`src/hdl/sfm_map.svh`:
```
// Field encodings and reset values for the serial flash sequencer
`ifndef SFM_MAP_SVH
`define SFM_MAP_SVH
`define SFM_WID_4LINE 2'b10
`define SFM_ADDR_24 4'h7
`define SFM_ADDR_32 4'hf
`define SFM_OPT_1 4'h8
`define SFM_OPT_2 4'hc
`define SFM_OPT_3 4'he
`define SFM_OPT_4 4'hf
`define SFM_XFER_8 4'h8
`define SFM_XFER_16 4'hc
`define SFM_XFER_32 4'hf
`define SFM_CMD_BITS 6'd8
`define SFM_MAP_DATA_BITS 6'd32
`define SFM_CS_IDLE 1'b1
`define SFM_OE_OFF 4'hf
`define SFM_OE_1LINE 4'he
`define SFM_OE_4LINE 4'h0
`endif

```
`src/hdl/sfm_pkg.sv`:
```
// Types shared by the serial flash sequencer
`default_nettype none
package sfm_pkg;
  typedef enum logic [2:0] {
    ST_IDLE = 3'b000,
    ST_LOW = 3'b001,
    ST_HIGH = 3'b010,
    ST_DONE = 3'b011
  } seq_state_t;
  typedef enum logic [2:0] {
    PH_CMD = 3'b000,
    PH_OCMD = 3'b001,
    PH_ADDR = 3'b010,
    PH_DMY = 3'b011,
    PH_OPT = 3'b100,
    PH_DATA = 3'b101,
    PH_END = 3'b110
  } phase_t;
endpackage
`default_nettype wire

```
`src/hdl/serial_flash_manual_xfer.sv`:
```
// Serial flash transfer sequencer for mapped reads and manual transfers
// Functional notes
// - Serial clock half period is (rate+1) shifted left by the divider field.
// - Mapped read address goes out on one or four lines.
// - Mapped read sends a 24-bit or 32-bit address per its enable field.
// - Manual command byte uses one or four lines.
// - Manual optional command byte has its own line width.
// - Manual address uses one or four lines.
// - Manual optional data bytes use one or four lines.
// - Manual transfer data uses one or four lines.
// - Manual command phase is sent only when its enable is set.
// - Manual optional command is sent only when its enable is set.
// - Manual address: none, low 24 bits or all 32 bits.
// - Zero to four optional bytes, highest byte first, going downward.
// - Manual transfer data: none, 8, 16 or 32 bits (single flash).
// - Select released at end unless keep is set; then held until next access.
// - Capture data only with read enable; drive data only with write enable.
// - Dummy phase inserts 1 to 8 serial clock cycles.
// - Mapped read sends its 8-bit read command first.
`include "sfm_map.svh"
`default_nettype none
module serial_flash_manual_xfer
  import sfm_pkg::*;
(
  // Clock and reset
  input wire logic i_sys_clk,
  input wire logic i_rst_n,
  // Serial clock rate
  input wire logic [7:0] i_bit_rate,
  input wire logic [1:0] i_bit_div,
  // Manual transfer control
  input wire logic i_man_start,
  input wire logic i_man_rd_en,
  input wire logic i_man_wr_en,
  input wire logic i_man_cs_keep,
  input wire logic i_man_cmd_en,
  input wire logic [1:0] i_man_cmd_wid,
  input wire logic i_man_ocmd_en,
  input wire logic [1:0] i_man_ocmd_wid,
  input wire logic [3:0] i_man_addr_en,
  input wire logic [1:0] i_man_addr_wid,
  input wire logic i_man_dmy_en,
  input wire logic [2:0] i_man_dmy_cnt,
  input wire logic [3:0] i_man_opt_en,
  input wire logic [1:0] i_man_opt_wid,
  input wire logic [3:0] i_man_xfer_en,
  input wire logic [1:0] i_man_xfer_wid,
  input wire logic [7:0] i_man_cmd,
  input wire logic [7:0] i_man_ocmd,
  input wire logic [31:0] i_man_addr,
  input wire logic [31:0] i_man_opt_bytes,
  input wire logic [31:0] i_man_wdata,
  // Mapped read request
  input wire logic i_map_start,
  input wire logic [7:0] i_map_cmd,
  input wire logic [1:0] i_map_cmd_wid,
  input wire logic [31:0] i_map_addr,
  input wire logic [3:0] i_map_addr_en,
  input wire logic [1:0] i_map_addr_wid,
  input wire logic i_map_dmy_en,
  input wire logic [2:0] i_map_dmy_cnt,
  input wire logic [1:0] i_map_data_wid,
  // Flash pins
  output logic o_flash_serial_clock,
  output logic o_flash_chip_select_n,
  output logic [3:0] o_io_out,
  output logic [3:0] o_io_oe_n,
  input wire logic [3:0] i_io_in,
  // Status and read data
  output logic o_busy,
  output logic o_rd_valid,
  output logic [31:0] o_rd_data,
  input wire logic i_rd_ready
);

  function automatic logic is4(input logic [1:0] w);
    is4 = (w == `SFM_WID_4LINE);
  endfunction

  function automatic logic [5:0] cyc_of(input logic [5:0] bits, input logic w4);
    cyc_of = w4 ? {2'b00, bits[5:2]} : bits;
  endfunction

  function automatic phase_t first_en(input logic [5:0] en, input logic [2:0] from);
    first_en = PH_END;
    for (int i = 5; i >= 0; i--) begin
      if (en[i] && (3'(i) >= from)) first_en = phase_t'(3'(i));
    end
  endfunction

  function automatic logic [7:0] drive(input phase_t p, input logic w4, input logic [31:0] s,
                                       input logic wr);
    if (p == PH_DMY || (p == PH_DATA && !wr)) drive = {4'h0, `SFM_OE_OFF};
    else if (w4) drive = {s[31:28], `SFM_OE_4LINE};
    else drive = {3'b000, s[31], `SFM_OE_1LINE};
  endfunction

  seq_state_t state_q, state_d;
  phase_t ph_q, ph_d, nx;
  logic [5:0] en_q, en_d, w4_q, w4_d, cfg_en, cfg_w4;
  logic [5:0] cyc_q [6];
  logic [5:0] cyc_d [6];
  logic [5:0] cfg_cyc [6];
  logic [31:0] val_q [6];
  logic [31:0] val_d [6];
  logic [31:0] cfg_val [6];
  logic [5:0] cfg_bits [6];
  logic [31:0] sh_q, sh_d;
  logic [5:0] cnt_q, cnt_d, dbits_q, dbits_d;
  logic [11:0] half_q, half_d, div_q, div_d;
  logic rd_q, rd_d, wr_q, wr_d, keep_q, keep_d;
  logic sck_q, sck_d, cs_q, cs_d, busy_q, busy_d;
  logic [3:0] out_q, out_d, oe_q, oe_d;
  logic head_v_q, head_v_d, tail_v_q, tail_v_d;
  logic [31:0] head_q, head_d, tail_q, tail_d;
  logic go, man, tick, push;
  logic [31:0] push_word;
  logic [3:0] ae;
  logic [2:0] nopt;

  assign go = i_man_start || i_map_start;
  assign man = i_man_start;
  assign tick = (div_q == half_q - 12'h001);

  // Phase set-up taken when a transfer starts; manual wins over mapped
  always_comb begin
    ae = man ? i_man_addr_en : i_map_addr_en;
    nopt = 3'b000;
    case (i_man_opt_en)
      `SFM_OPT_1: nopt = 3'd1;
      `SFM_OPT_2: nopt = 3'd2;
      `SFM_OPT_3: nopt = 3'd3;
      `SFM_OPT_4: nopt = 3'd4;
      default: nopt = 3'd0;
    endcase
    cfg_en[PH_CMD] = man ? i_man_cmd_en : 1'b1;
    cfg_w4[PH_CMD] = is4(man ? i_man_cmd_wid : i_map_cmd_wid);
    cfg_val[PH_CMD] = {(man ? i_man_cmd : i_map_cmd), 24'h000000};
    cfg_bits[PH_CMD] = `SFM_CMD_BITS;
    cfg_en[PH_OCMD] = man && i_man_ocmd_en;
    cfg_w4[PH_OCMD] = is4(i_man_ocmd_wid);
    cfg_val[PH_OCMD] = {i_man_ocmd, 24'h000000};
    cfg_bits[PH_OCMD] = `SFM_CMD_BITS;
    cfg_en[PH_ADDR] = (ae == `SFM_ADDR_24) || (ae == `SFM_ADDR_32);
    cfg_w4[PH_ADDR] = is4(man ? i_man_addr_wid : i_map_addr_wid);
    cfg_val[PH_ADDR] = (ae == `SFM_ADDR_32) ? (man ? i_man_addr : i_map_addr)
                     : {(man ? i_man_addr[23:0] : i_map_addr[23:0]), 8'h00};
    cfg_bits[PH_ADDR] = (ae == `SFM_ADDR_32) ? 6'd32 : 6'd24;
    cfg_en[PH_DMY] = man ? i_man_dmy_en : i_map_dmy_en;
    cfg_w4[PH_DMY] = 1'b0;
    cfg_val[PH_DMY] = 32'h00000000;
    cfg_bits[PH_DMY] = 6'd0;
    cfg_en[PH_OPT] = man && (nopt != 3'd0);
    cfg_w4[PH_OPT] = is4(i_man_opt_wid);
    cfg_val[PH_OPT] = i_man_opt_bytes;
    cfg_bits[PH_OPT] = {nopt, 3'b000};
    cfg_bits[PH_DATA] = 6'd0;
    if (!man) cfg_bits[PH_DATA] = `SFM_MAP_DATA_BITS;
    else if (i_man_xfer_en == `SFM_XFER_8) cfg_bits[PH_DATA] = 6'd8;
    else if (i_man_xfer_en == `SFM_XFER_16) cfg_bits[PH_DATA] = 6'd16;
    else if (i_man_xfer_en == `SFM_XFER_32) cfg_bits[PH_DATA] = 6'd32;
    cfg_en[PH_DATA] = (cfg_bits[PH_DATA] != 6'd0);
    cfg_w4[PH_DATA] = is4(man ? i_man_xfer_wid : i_map_data_wid);
    cfg_val[PH_DATA] = i_man_wdata << (6'd32 - cfg_bits[PH_DATA]);
    for (int i = 0; i < 6; i++) begin
      cfg_cyc[i] = cyc_of(cfg_bits[i], cfg_w4[i]);
    end
    cfg_cyc[PH_DMY] = {3'b000, man ? i_man_dmy_cnt : i_map_dmy_cnt} + 6'd1;
  end

  // Sequencer
  always_comb begin
    state_d = state_q;
    ph_d = ph_q;
    en_d = en_q;
    w4_d = w4_q;
    cyc_d = cyc_q;
    val_d = val_q;
    sh_d = sh_q;
    cnt_d = cnt_q;
    dbits_d = dbits_q;
    half_d = half_q;
    div_d = div_q;
    rd_d = rd_q;
    wr_d = wr_q;
    keep_d = keep_q;
    sck_d = sck_q;
    cs_d = cs_q;
    busy_d = busy_q;
    out_d = out_q;
    oe_d = oe_q;
    push = 1'b0;
    push_word = sh_q;
    if (dbits_q != 6'd32) push_word = sh_q & ((32'h00000001 << dbits_q) - 32'h00000001);
    nx = first_en(en_q, 3'(ph_q) + 3'd1);
    case (state_q)
      ST_IDLE: begin
        if (go) begin
          en_d = cfg_en;
          w4_d = cfg_w4;
          cyc_d = cfg_cyc;
          val_d = cfg_val;
          dbits_d = cfg_bits[PH_DATA];
          half_d = 12'({4'h0, i_bit_rate} + 12'h001) << i_bit_div;
          div_d = 12'h000;
          rd_d = man ? i_man_rd_en : 1'b1;
          wr_d = man && i_man_wr_en;
          keep_d = man && i_man_cs_keep;
          cs_d = 1'b0;
          busy_d = 1'b1;
          ph_d = first_en(cfg_en, 3'd0);
          if (first_en(cfg_en, 3'd0) == PH_END) begin
            state_d = ST_DONE;
          end else begin
            sh_d = cfg_val[ph_d];
            cnt_d = cfg_cyc[ph_d];
            {out_d, oe_d} = drive(ph_d, cfg_w4[ph_d], cfg_val[ph_d], wr_d);
            state_d = ST_LOW;
          end
        end
      end
      ST_LOW: begin
        div_d = tick ? 12'h000 : div_q + 12'h001;
        if (tick) begin
          sck_d = 1'b1;
          // Sample on rising edge, shift MSB first
          if (w4_q[ph_q]) sh_d = {sh_q[27:0], i_io_in};
          else sh_d = {sh_q[30:0], i_io_in[1]};
          state_d = ST_HIGH;
        end
      end
      ST_HIGH: begin
        div_d = tick ? 12'h000 : div_q + 12'h001;
        if (tick) begin
          sck_d = 1'b0;
          state_d = ST_LOW;
          if (cnt_q == 6'd1) begin
            // Next phase starts on the very next clock
            ph_d = nx;
            if (nx == PH_END) begin
              state_d = ST_DONE;
              oe_d = `SFM_OE_OFF;
            end else begin
              sh_d = val_q[nx];
              cnt_d = cyc_q[nx];
              {out_d, oe_d} = drive(nx, w4_q[nx], val_q[nx], wr_q);
            end
          end else begin
            cnt_d = cnt_q - 6'd1;
            {out_d, oe_d} = drive(ph_q, w4_q[ph_q], sh_q, wr_q);
          end
        end
      end
      ST_DONE: begin
        // A full buffer stalls the end of the transfer, so no word is lost
        if (!(en_q[PH_DATA] && rd_q) || !tail_v_q) begin
          push = en_q[PH_DATA] && rd_q;
          cs_d = !keep_q;
          busy_d = 1'b0;
          ph_d = PH_CMD;
          state_d = ST_IDLE;
        end
      end
      default: state_d = ST_IDLE;
    endcase
  end

  always_ff @(posedge i_sys_clk or negedge i_rst_n) begin
    if (!i_rst_n) begin
      state_q <= ST_IDLE;
      ph_q <= PH_CMD;
      en_q <= 6'h00;
      w4_q <= 6'h00;
      for (int i = 0; i < 6; i++) begin
        cyc_q[i] <= 6'h00;
        val_q[i] <= 32'h00000000;
      end
      sh_q <= 32'h00000000;
      cnt_q <= 6'h00;
      dbits_q <= 6'h00;
      half_q <= 12'h001;
      div_q <= 12'h000;
      rd_q <= 1'b0;
      wr_q <= 1'b0;
      keep_q <= 1'b0;
      sck_q <= 1'b0;
      cs_q <= `SFM_CS_IDLE;
      busy_q <= 1'b0;
      out_q <= 4'h0;
      oe_q <= `SFM_OE_OFF;
    end else begin
      state_q <= state_d;
      ph_q <= ph_d;
      en_q <= en_d;
      w4_q <= w4_d;
      cyc_q <= cyc_d;
      val_q <= val_d;
      sh_q <= sh_d;
      cnt_q <= cnt_d;
      dbits_q <= dbits_d;
      half_q <= half_d;
      div_q <= div_d;
      rd_q <= rd_d;
      wr_q <= wr_d;
      keep_q <= keep_d;
      sck_q <= sck_d;
      cs_q <= cs_d;
      busy_q <= busy_d;
      out_q <= out_d;
      oe_q <= oe_d;
    end
  end

  // Two-entry read buffer: head feeds the port, tail absorbs a stalled word
  always_comb begin
    head_v_d = head_v_q;
    head_d = head_q;
    tail_v_d = tail_v_q;
    tail_d = tail_q;
    if (head_v_q && i_rd_ready) begin
      head_v_d = tail_v_q;
      head_d = tail_q;
      tail_v_d = 1'b0;
    end
    if (push) begin
      if (!head_v_d) begin
        head_v_d = 1'b1;
        head_d = push_word;
      end else begin
        tail_v_d = 1'b1;
        tail_d = push_word;
      end
    end
  end

  always_ff @(posedge i_sys_clk or negedge i_rst_n) begin
    if (!i_rst_n) begin
      head_v_q <= 1'b0;
      head_q <= 32'h00000000;
      tail_v_q <= 1'b0;
      tail_q <= 32'h00000000;
    end else begin
      head_v_q <= head_v_d;
      head_q <= head_d;
      tail_v_q <= tail_v_d;
      tail_q <= tail_d;
    end
  end

  assign o_flash_serial_clock = sck_q;
  assign o_flash_chip_select_n = cs_q;
  assign o_io_out = out_q;
  assign o_io_oe_n = oe_q;
  assign o_busy = busy_q;
  assign o_rd_valid = head_v_q;
  assign o_rd_data = head_q;
endmodule
`default_nettype wire

```
`config.mk`:
```
export PLATFORM = sky130hd
export DESIGN_NAME = serial_flash_manual_xfer
export DESIGN_NICKNAME = d
export VERILOG_FILES = /design/src/hdl/sfm_pkg.sv /design/src/hdl/serial_flash_manual_xfer.sv
export VERILOG_INCLUDE_DIRS = /design/src /design/src/hdl
export SDC_FILE = /design/constraint.sdc
export NUM_CORES = 1
export LEC_CHECK = 0
export BUFFER_PORTS_ARGS = -buffer_cell sky130_fd_sc_hd__buf_2
export CAP_MARGIN = 10
export CORE_ASPECT_RATIO = 1.2
export CORE_MARGIN = 2
export CORE_UTILIZATION = 37
export CTS_BUF_LIST = sky130_fd_sc_hd__clkbuf_8
export DETAILED_ROUTE_END_ITERATION = 6
export SLEW_MARGIN = 20
export SYNTH_ARGS = -nofsm -noshare
export SYNTH_HDL_FRONTEND = slang
export SYNTH_SLANG_ARGS = --single-unit
```
`constraint.sdc`:
```
create_clock -name i_sys_clk -period 6.1 [get_ports i_sys_clk]
set_clock_uncertainty 0.1 [all_clocks]
set_input_delay 0.915 -clock i_sys_clk [delete_from_list [all_inputs] [get_ports i_sys_clk]]
set_output_delay 0.915 -clock i_sys_clk [all_outputs]
set_load 0.1 [all_outputs]
```
Yosys cells after proc, flatten, opt, wreduce, memory -nomap -nowiden
Index checks and enable logic that the tools add are counted.

operators by class
  add/sub/neg operators = 8
  $lt $le $gt $ge = 11
  eq/ne operators = 36
  shifts and indexed selects = 3
  muxes and demuxes = 122
  bitwise logic cells = 3
  reduce and logical (&&, ||, !) cells = 46

operator list
  operator               count
  $mux 32                17
  $bmux 32 s3            2
  $mux 6                 17
  $pmux 32 s3            1
  $mux 3                 20
  $mux 8                 7
  $mux 4                 13
  $bmux 6 s3             2
  $and 32x32->32         1
  $eq 4x4->1 const B     8
  $shl 1x6->32 const A   1
  $shl 32x6->32          1
  $sub 32x1->32 const B  1
  $mux 12                2
  $mux 24                1
  $pmux 12 s2            1
  $pmux 3 s4             2
  $mux 1                 19
  $mux 2                 8
  $pmux 4 s2             2
  $eq 3x2->1 const B     5
  $eq 3x3->1 const B     5
  $logic_and 1x1->1      15
  $ne 2x2->1 const B     7
  other kinds (37)       71

word-level totals
  flip-flop bits (word level) = 313
  bits of input ports = 216
  logic and storage cells = 261

Longest topological paths before layout
Gate-level depths: netlist of the first run.

  depth in word-level cells = 23
  depth in mapped cells = 17
  gate-level depth less buffers = 12

Least setup slack after synthesis of the first run
Ideal clock, no wire load.

  path type = in2reg
  start point = input i_man_start
  end point = register out_q[0], in the netlist o_io_out[0]
  data arrival time = 4.476 ns
  path slack = 1.387 ns
  cell stages on the path = 15
  path through = buf_2 -> nor3b_1 -> nand2_1 -> clkbuf_1 -> clkbuf_1 -> ha_1 -> ha_1 -> o311a_1 -> o21ba_2 -> nor2_1 -> clkbuf_1 -> o22ai_1 -> a211oi_1 -> mux2_2 -> o211ai_1

between the ends
  longest elaborated chain between the ends = 19
  elaborated cells on any way between the ends = 52

ends and longest elaborated chain
  element                                               line                             text
  from (decl)                                           serial_flash_manual_xfer.sv:32   input wire logic i_man_start,
  branches (longest 19 deep; another with $sub 6x6->6)  n/a
  to (signal assigned)                                  serial_flash_manual_xfer.sv:309  out_q <= out_d;
  to (decl)                                             serial_flash_manual_xfer.sv:113  logic [3:0] out_q, out_d, oe_q, oe_d;

Parallel ways; which one is timed is not known. The select of a mux whose other input is x is not followed.
A chain may end at the register's enable or synchronous reset.

Final worst setup path of the first run
  start point = register ph_q[0]
  end point = register sh_q[2]

between the ends
  longest elaborated chain between the ends = 17
  elaborated cells on any way between the ends = 34

ends and longest elaborated chain
  element                                      line                             text
  from (decl)                                  serial_flash_manual_xfer.sv:99   phase_t ph_q, ph_d, nx;
  from (signal assigned)                       serial_flash_manual_xfer.sv:293  ph_q <= ph_d;
  $add 3x1->3                                  serial_flash_manual_xfer.sv:195  nx = first_en(en_q, 3'(ph_q) + 3'd1);
  $ge 3x3->1                                   serial_flash_manual_xfer.sv:87   if (en[i] && (3'(i) >= from)) first_en = phase_t'(3'(i));
  $logic_and 1x1->1                            serial_flash_manual_xfer.sv:87
  $mux 2                                       serial_flash_manual_xfer.sv:87
  $mux 3 (5 in series)                         serial_flash_manual_xfer.sv:87
  $not 3->4 (implied by the code)              serial_flash_manual_xfer.sv:244  sh_d = val_q[nx];
  $bmux 32 s3                                  serial_flash_manual_xfer.sv:244
  $mux 32 (implied by the code) (2 in series)  serial_flash_manual_xfer.sv:244
  $mux 32                                      serial_flash_manual_xfer.sv:240  if (nx == PH_END) begin
  $mux 32                                      serial_flash_manual_xfer.sv:237  if (cnt_q == 6'd1) begin
  $mux 32                                      serial_flash_manual_xfer.sv:234  if (tick) begin
  $pmux 32 s3                                  serial_flash_manual_xfer.sv:196  case (state_q)
  to (signal assigned)                         serial_flash_manual_xfer.sv:278  sh_q <= 32'h00000000;
  to (signal assigned)                         serial_flash_manual_xfer.sv:298  sh_q <= sh_d;
  to (decl)                                    serial_flash_manual_xfer.sv:108  logic [31:0] sh_q, sh_d;

Parallel ways exist; a longest one is shown, timed or not. The select of a mux whose other input is x is not followed.

==> results.tsv, run 1 <==
metric	value	unit
dp.cells	2742	
core_area	46900	um2
dpl.hpwl	49.2	mm
r2r_setup_slack	1.40	ns
fp.dieArea	49200	um2
overflow	0	
crit_buf_inv	1	
syn_nets	2220	
grt_pass1_vias	16300	
initial_core_util	0.374	
ctsHoldBuffers	0	
grt_pass1_wl	102	mm
grt_antenna_before_repair	7	
cts_inserted_buffers	53	
grt_setup_unrepaired	no	
slowest_delay	0.79	ns
clock_path_buffers	3	
vias	16600	
worst_pin_slew	1.10	ns
hold_violations	0	
drive_above_1_share	0.224	
avgSynthCellArea	8.85	um2
status	finished clean	
critical_path_peak_fanout	18	
synth_warnings	0	
drt-initial-drc-count	1423	
fin_crit_sh	0.771	
drt_wl_total	67.4	mm
cpMostUsedCell	ha_1	
hold_class	in2async	
rows	87	
maxSlewViolCount	0	
grtUsageTotal	0.271	
dr.pass1.iters	5	
cpMaxStageDelayCell	a32oi_4	
synth-seq-cells	291	
ys_seq_area_frac	0.415	
hold_ws	0.123	ns
ant_nets	0	
clk_latency	0.67	ns
worst_ep_required_time	6.48	ns
routedWlPerCell	23.7	um
vias_per_cell	5.83	
finalNonFillerCells	2845	
power_per_cell_area	545	nW/um2
timing.setup.tns	0	ns
fmax	213	MHz
num_io_pins	260	
p_leak	9.51	nW
critPathArrivalTime	5.09	ns
cp-end-kind	flip-flop	
synth_edf_count	0	
cts_tree	built	
cts_setup_buffers	0	
root_buffer	clkbuf_8	
clkSinkCount	291	
syn_inst	1984	
critical_path_class	reg2reg	
cpLargestDelayFamily	compound AO/OA/AOI/OAI gates	
synth_async_sr_flop_share	1.00	
yosys_most_used_dff	dfrtp_1	
setup_violations	0	
htreeDepth	2	
ir_worst_vdd	0.000400	V
fin_nets	2411	
min_period	4.70	ns
path_clk_slew	0.06	ns
cp-start-kind	flip-flop	
max_slew_margin	0.263	
yosysUniqueCellTypes	71	
syn-cell-area	17600	um2
die_y	243	um
cap_violations	0	
cp_cell_sequence	ha_1, ha_1, a21boi_0, a2111o_1, a32oi_4, buf_4, mux2i_1, o21ai_0, a221oi_1, o31ai_2	
drc	0	
grt_max_degree	161	
place.gp.congestion	0.977	
dieWidth	203	um
cts_resized	0	
fill_cells	4767	
io_buffers	259	
syn2layout_area_growth	16.1	%
## state kept, by name (all words and copies together) (netlist names)
name	cells
en_q	6
o_flash_serial_clock	1
div_q	12
tail_q	32
cyc_q	20
dbits_q	3
state_q	2
o_rd_data	32
o_io_out	4
rd_q	1
sh_q	32
ph_q	3
o_busy	1
cnt_q	6
wr_q	1
keep_q	1
tail_v_q	1
o_io_oe_n	2
w4_q	5
o_flash_chip_select_n	1
val_q	112
o_rd_valid	1
half_q	12
## metal layers
layer / track usage / part of all wire / up-vias / wire (um)
met5: 0 / 0 / - / 0
li1: - / - / 7566 / -
met1: 0.340 / 0.39 / 8126 / 26400
met4: 0.150 / 0.059 / 0 / 3970
met3: 0.0428 / 0.061 / 189 / 4080
met2: 0.445 / 0.49 / 692 / 32900
## final timing paths
kind,start,endpoint,cells past startpoint
max,ph_q[0]$_DFFE_PN0P_,sh_q[2]$_DFFE_PN0P_,10
min,i_rst_n,div_q[0]$_DFFE_PN0P_,1
max reg2reg,ph_q[0]$_DFFE_PN0P_,sh_q[2]$_DFFE_PN0P_,10
min reg2reg,tail_q[30]$_DFFE_PN0P_,tail_q[30]$_DFFE_PN0P_,2
max in group asynchronous,i_rst_n,w4_q[4]$_DFFE_PN0P_,2
min in group i_sys_clk,i_man_ocmd[5],val_q[157]$_DFFE_PN0P_,3
## power breakdown
part           leakage (nW)  switching, mW  internal (mW)
clock                 0.602          0.889          0.944
combinational          5.16           4.09           1.88
sequential             3.74          0.636           2.68
## cell families after synthesis
logic type / synth area share
compound gates: 0.211
simple gates: 0.178
fa+ha+maj: 0.0143
xor+xnor: 0.0125
flops: 0.415
mux: 0.126
buf+inv: 0.0427
## synthesized netlist by cell type, types with 7 or more instances
cell type  instances  share of area
a221oi_1          27          0.013
mux4_2            31          0.040
o31ai_1           24          0.010
xor2_1             8         0.0040
buf_2             14         0.0040
nor2_1            66          0.014
o221ai_1           7         0.0035
a21oi_1           97          0.028
mux2_2            52          0.033
buf_1             16         0.0034
ha_1              20          0.014
o211ai_1           8         0.0034
clkbuf_1         118          0.025
and3_1            46          0.016
nor4_1             7         0.0025
dfrtp_1          287           0.41
inv_1             28         0.0060
a21o_1             9         0.0038
o31ai_2           16          0.011
o21ai_0          179          0.051
or3_1             12         0.0043
a31oi_1           16         0.0057
nand2b_1           7         0.0025
nand2_1          497           0.11
o22ai_1            8         0.0029
a22o_1            24          0.012
nor3_1            21         0.0060
a211oi_1          56          0.024
nand3_1           39          0.011
o2bb2ai_1         15         0.0075
nor2b_1            7         0.0025
mux2i_1           93          0.053
xnor2_1           17         0.0085
a22oi_1           12         0.0051
## placed cells by master, fill, tap and decap left out, types with 9 or more instances in the layout
cell / instances
a211oi_1: 56
ha_1: 19
a31oi_1: 16
clkbuf_8: 64
xnor2_1: 17
mux4_2: 31
buf_4: 29
a21oi_1: 94
inv_1: 48
o31ai_1: 24
dfrtp_1: 287
mux2_2: 52
buf_2: 258
o31ai_2: 16
a22oi_1: 12
a22o_1: 24
clkinv_2: 9
nand2_1: 496
and3_1: 46
or3_1: 12
mux2i_1: 93
nor3_1: 20
o21ai_0: 178
a221oi_1: 27
o2bb2ai_1: 15
nor2_1: 64
a21o_1: 9
nand3_1: 39
## through the flow
stage | cell area, um2 | setup slack (ns) | total power [mW] | util
4_1_cts | 20400 | 1.40 | 11.1 | 0.434
3_5_place_dp | 19300 | 1.01 | 9.25 | 0.412
2_1_floorplan | 17600 | 1.39 | 7.55 | -
5_1_grt | 20400 | 1.15 | 11.8 | 0.435
3_3_place_gp | 19300 | 1.17 | 9.16 | 0.412
6_report | 20400 | 1.40 | 11.1 | 0.435
## area by class of cell
cell class	count	area (um2)	share of cell area
sequential	291	7290	0.357
clock buffer	64	881	0.0432
inverter	29	109	0.00534
antenna	7	17.5	0.000859
tap	623	779	0.0382
timing repair buffer	291	1580	0.0777
multi-input combinational	1509	9590	0.471
clock inverter	31	135	0.00663
## worst register-to-register path, delay by kind of cell, from the launching register on
kind	cells	cell delay, ns
compound gates	6	2.22
fa+ha+maj	2	0.99
flops	1	0.54
buf+inv	1	0.48
mux	1	0.23
(Power assumes the default switching activity.)
==> inputs of run 2 (changes only) <==
==> constraint.sdc (replaced) <==
create_clock -name i_sys_clk -period 4.03 [get_ports i_sys_clk]
set_clock_uncertainty 0.1 [all_clocks]
set_input_delay 0.6045 -clock i_sys_clk [delete_from_list [all_inputs] [get_ports i_sys_clk]]
set_output_delay 0.6045 -clock i_sys_clk [all_outputs]
set_load 0.1 [all_outputs]
==> run 2 against run 1 <==
Sequential share of layout area fell by 0.85 points. Largest cell class unchanged. Wire length is 1.1% lower. Clock-buffer cell count is 7 higher. Hold slack worse by 0.067 ns. First-iteration DRC count shrank 7.7%. Largest power group unchanged. Global-route usage is 0.40 points lower. Non-clock buffer count is 37 higher.
==> results.tsv, run 2 (synthesized netlist as in run 1, its figures left out) <==
metric	value	unit
fill_cells	4657	
drc	0	
rr_startpoint	ph_q[1]$_DFFE_PN0P_	
drt-initial-drc-count	1313	
maxSlewViolCount	0	
power_per_cell_area	831	nW/um2
path_clk_slew	0.07	ns
cap_violations	0	
core_area	46900	um2
overflow	0	
final_util	0.445	
clkSinkCount	291	
cts_tree	built	
largest_reg_flops	112	
die_y	243	um
drive_above_1_share	0.240	
place.gp.congestion	0.975	
critPathArrivalTime	4.16	ns
grt_pass1_vias	16200	
dieWidth	203	um
rows	87	
min_period	3.74	ns
io_buffers	259	
syn2layout_area_growth	19.0	%
htreeDepth	2	
initial_core_util	0.374	
regMostFlops	val_q	
cpMaxStageDelayCell	o311a_1	
cp-start-kind	flip-flop	
grtUsageTotal	0.267	
worst_pin_slew	0.791	ns
critical_path_peak_fanout	26	
crit_buf_inv	3	
fp.dieArea	49200	um2
max_slew_margin	0.472	
dp.cells	2779	
grt_setup_unrepaired	no	
timing.setup.tns	0	ns
startpoint	ph_q[1]$_DFFE_PN0P_	
clock_path_buffers	3	
vias	16500	
dpl.hpwl	49.7	mm
grt_pass1_wl	100	mm
hold_class	in2reg	
dr.pass1.iters	5	
min_from	i_man_ocmd[7]	
cpLargestDelayFamily	compound AO/OA/AOI/OAI gates	
final_cell_area	20900	um2
grt_antenna_before_repair	2	
hold_violations	0	
cp_cell_sequence	inv_1, ha_1, o311a_1, a2111o_1, a32oi_4, buf_12, buf_12, mux2i_1, o22ai_1, a31oi_1, o21ai_0, o22a_1	
fin_crit_sh	0.927	
cts_setup_buffers	0	
dpl_cell_area	19700	um2
ant_nets	0	
vias_per_cell	5.74	
drt_wl_total	66.6	mm
root_buffer	clkbuf_8	
final_cell_mix	nand2_1 (496), dfrtp_1 (287), buf_2 (257), o21ai_0 (178), a21oi_1 (94)	
cpMostUsedCell	buf_12	
worst_ep_required_time	4.46	ns
cts_inserted_buffers	53	
clk_latency	0.65	ns
critical_path_class	reg2reg	
fmax	268	MHz
grt_max_degree	97	
layout_commonest_cell	nand2_1	
slowest_delay	0.47	ns
ir_worst_vdd	0.000602	V
num_io_pins	260	
setup_violations	0	
cp-end-kind	flip-flop	
routedWlPerCell	23.1	um
status	finished clean	
finalNonFillerCells	2879	
p_leak	9.77	nW
fin_nets	2448	
run 2: worst min-delay path, cell delays in order:
cell	delay [ns]
buf_2	0.09
nand2_1	0.04
nand2_1	0.05
run 2: layout make-up:
class                      count  area [um2]  area share
antenna                        2        5.00    0.000240
clock buffer                  71         977      0.0468
clock inverter                26         166     0.00797
inverter                      29         109     0.00521
multi-input combinational   1509        9600       0.459
sequential                   291        7290       0.349
tap                          623         779      0.0373
timing repair buffer         328        1970      0.0942
run 2: through the flow:
| step | hold slack (ns) | setup WS [ns] | power, mW |
|---|---|---|---|
| 2_1_floorplan | 0.209 | 0.0229 | 11.4 |
| 3_3_place_gp | 0.354 | 0.297 | 14.1 |
| 3_5_place_dp | 0.361 | 0.273 | 14.3 |
| 4_1_cts | 0.0238 | 0.309 | 17.3 |
| 5_1_grt | 0.0341 | 0.135 | 18.3 |
| 6_report | 0.0555 | 0.295 | 17.4 |
run 2: worst paths after layout:
path | endpoint | slack, ns | cells after the start
worst max-delay path | o_io_out[1]$_DFFE_PN0P_ | 0.29 | 12
worst min-delay path | val_q[159]$_DFFE_PN0P_ | 0.06 | 3
worst max register to register | o_io_out[1]$_DFFE_PN0P_ | 0.29 | 12
worst min register to register | tail_q[26]$_DFFE_PN0P_ | 0.37 | 2
max in group asynchronous | val_q[152]$_DFFE_PN0P_ | 2.35 | 3
min in group asynchronous | half_q[6]$_DFFE_PN0P_ | 0.44 | 2
run 2: where the power goes:
| part | switching [mW] | internal, mW | total (mW) | leakage (nW) |
|---|---|---|---|---|
| Sequential | 0.922 | 4.05 | 4.97 | 3.74 |
| Combinational | 6.26 | 3.08 | 9.34 | 5.38 |
| Clock | 1.35 | 1.69 | 3.04 | 0.646 |
run 2: what timing repair did:
| action | CTS | global route |
|---|---|---|
| gates resized for setup | 0 | 0 |
| hold buffers | 1 | 0 |
| endpoints found under the hold margin | 73 | 0 |
run 2: per-layer routing:
metal  vias to the layer above  track usage  share of wire
met5                         -            0              0
met4                         0        0.103          0.040
met3                       138       0.0384          0.053
met2                       620        0.460           0.51
met1                      8123        0.337           0.40
li1                       7636            -              -
==> inputs of run 3 (changes only) <==
--- a/config.mk
+++ b/config.mk
@@ -6,10 +6,10 @@
 export SDC_FILE = /design/constraint.sdc
 export NUM_CORES = 1
 export LEC_CHECK = 0
+export ABC_CLOCK_PERIOD_IN_PS = 4030
 export BUFFER_PORTS_ARGS = -buffer_cell sky130_fd_sc_hd__buf_2
 export CAP_MARGIN = 10
 export CORE_ASPECT_RATIO = 1.2
-export CORE_MARGIN = 2
 export CORE_UTILIZATION = 37
 export CTS_BUF_LIST = sky130_fd_sc_hd__clkbuf_8
 export DETAILED_ROUTE_END_ITERATION = 6
==> run 3 against run 2 <==
Via count rose by 0.27%. Sequential share of layout area up 0.094 points. Final area fell by 0.27%. Sequential power is essentially flat. Maximum frequency increased by 1.3%. Flip-flop and latch count stayed put. Global-route usage grew 0.55 points. Register-to-register slack better by 0.05 ns. First-iteration DRC count is 6.5% lower. Utilization down 0.12 points. Non-clock buffer count shrank 3. Combinational power shrank 1%. Critical endpoint is now o_io_out[0]$_DFFE_PN0P_. Largest cell class unchanged. Largest power group unchanged. Highest routed layer unchanged.
==> results.tsv, run 3 (synthesized netlist as in run 1, its figures left out) <==
metric	value	unit
top_usage_layer	met2	
drt-initial-drc-count	1228	
critPathArrivalTime	4.11	ns
clk_latency	0.65	ns
r2r_setup_slack	0.34	ns
finalNonFillerCells	2877	
drt_wl_total	66.5	mm
root_buffer	clkbuf_8	
globalRouteMet1Util	0.336	
cp-end-kind	flip-flop	
grt_pass1_wl	101	mm
rr_startpoint	ph_q[0]$_DFFE_PN0P_	
grt_use_met3	0.0442	
cts_tree	built	
grt_setup_unrepaired	no	
dieWidth	201	um
cp-start-kind	flip-flop	
fmax	271	MHz
grt.met2_usage	0.461	
dr.pass1.iters	6	
drive_above_1_share	0.237	
largest_reg_flops	112	
maxSlewViolCount	0	
hold_depth	3	
path_clk_slew	0.06	ns
grt_max_degree	160	
htreeDepth	2	
final_cell_area	20800	um2
overflow	0	
rows	87	
worst_pin_slew	0.894	ns
routedWlPerCell	23.1	um
holdPathEnd	val_q[158]$_DFFE_PN0P_	
critical_path_peak_fanout	39	
slowest_delay	0.44	ns
vias	16600	
power_per_cell_area	823	nW/um2
initial_core_util	0.374	
fp.dieArea	48300	um2
layout_commonest_cell	nand2_1	
setup_violations	0	
ant_nets	0	
cpMostUsedCell	o211ai_1	
cts_setup_buffers	0	
regMostFlops	val_q	
min_period	3.69	ns
fin_crit_sh	0.915	
clock_path_buffers	3	
p_leak	9.75	nW
status	finished clean	
cp_cell_sequence	buf_4, ha_1, o311a_1, a2111o_1, a32oi_4, buf_12, mux2i_1, o221ai_1, mux2_2, o211ai_1, o211ai_1	
die_y	241	um
timing.setup.tns	0	ns
place.gp.congestion	0.925	
critical_path_class	reg2reg	
worst_ep_required_time	4.45	ns
final_cell_mix	nand2_1 (496), dfrtp_1 (287), buf_2 (257), o21ai_0 (177), a21oi_1 (94)	
clkSinkCount	291	
drc	0	
grt_antenna_before_repair	0	
hold_class	in2reg	
min_from	i_man_ocmd[6]	
grtUsageTotal	0.272	
vias_per_cell	5.76	
max_slew_margin	0.404	
ir_worst_vdd	0.000917	V
dpl.hpwl	49.7	mm
cts_inserted_buffers	53	
fin_nets	2445	
num_io_pins	260	
dpl_cell_area	19700	um2
ff2ff_path_depth	11	
hold_violations	0	
cpMaxStageDelayCell	o311a_1	
grt_pass1_vias	16400	
core_area	46900	um2
cap_violations	0	
io_buffers	259	
dp.cells	2776	
timing.rr.end	o_io_out[0]$_DFFE_PN0P_	
syn2layout_area_growth	18.7	%
run 3: cell types whose count changed in the layout (fill, tap and decap cells not counted), sizes merged:
cell,before,now
inv,43,48
buf,327,324
bufinv,2,1
diode,2,3
clkinv,8,5
clkinvlp,2,1
run 3: worst max-delay path: cells and delay by family, from the launching register on:
family / cells / cell delay [ns]
adders and majority gates: 1 / 0.38
buffers and inverters: 2 / 0.50
AOI/OAI and AO/OA: 6 / 1.63
DFF: 1 / 0.40
muxes: 2 / 0.54
run 3: stage by stage:
stage               hold slack, ns  total power, mW   util  setup slack, ns
floorplan                    0.209             11.4      -           0.0229
global placement             0.354             14.0  0.420           0.0435
detailed placement           0.359             14.2  0.420           0.0587
CTS                         0.0429             17.2  0.444            0.279
global route                0.0787             18.1  0.444            0.173
finish                      0.0735             17.1  0.444            0.341
run 3: where the power goes:
group	internal (mW)	switching, mW
registers	4.05	0.923
logic	3.01	6.19
clock network	1.63	1.33
total	8.69	8.45
run 3: cell type report:
class	instances	area [um2]
multi-input combinational	1509	9600
fill	4645	26100
antenna	3	7.51
tap	623	779
inverter	29	109
timing repair buffer	325	1930
sequential	291	7290
clock inverter	26	143
clock buffer	71	977
run 3: per-layer routing:
metal,up-vias,share of wire
met5,-,0
met4,0,0.050
met3,169,0.057
met2,630,0.50
met1,8134,0.40
li1,7628,-
run 3: worst max-delay path by stage:
| stage | startpoint | end | slack (ns) | cells after the start |
|---|---|---|---|---|
| 6_report | ph_q[0]$_DFFE_PN0P_ | o_io_out[0]$_DFFE_PN0P_ | 0.34 | 11 |
| 3_3_place_gp | i_man_start | sh_q[31]$_DFFE_PN0P_ | 0.04 | 11 |
| 5_1_grt | ph_q[0]$_DFFE_PN0P_ | o_io_out[0]$_DFFE_PN0P_ | 0.17 | 11 |
| 3_5_place_dp | i_man_start | o_io_out[0]$_DFFE_PN0P_ | 0.06 | 10 |
| 4_1_cts | ph_q[0]$_DFFE_PN0P_ | sh_q[11]$_DFFE_PN0P_ | 0.28 | 12 |
| 2_1_floorplan | i_man_start | sh_q[26]$_DFFE_PN0P_ | 0.02 | 16 |
run 3: repair_timing:
action / 4_1_cts / 5_1_grt
hold endpoints to repair: 105 / 0
endpoints found under the setup margin: 0 / 1
hold buffers: 1 / 0
gates resized for setup: 0 / 1
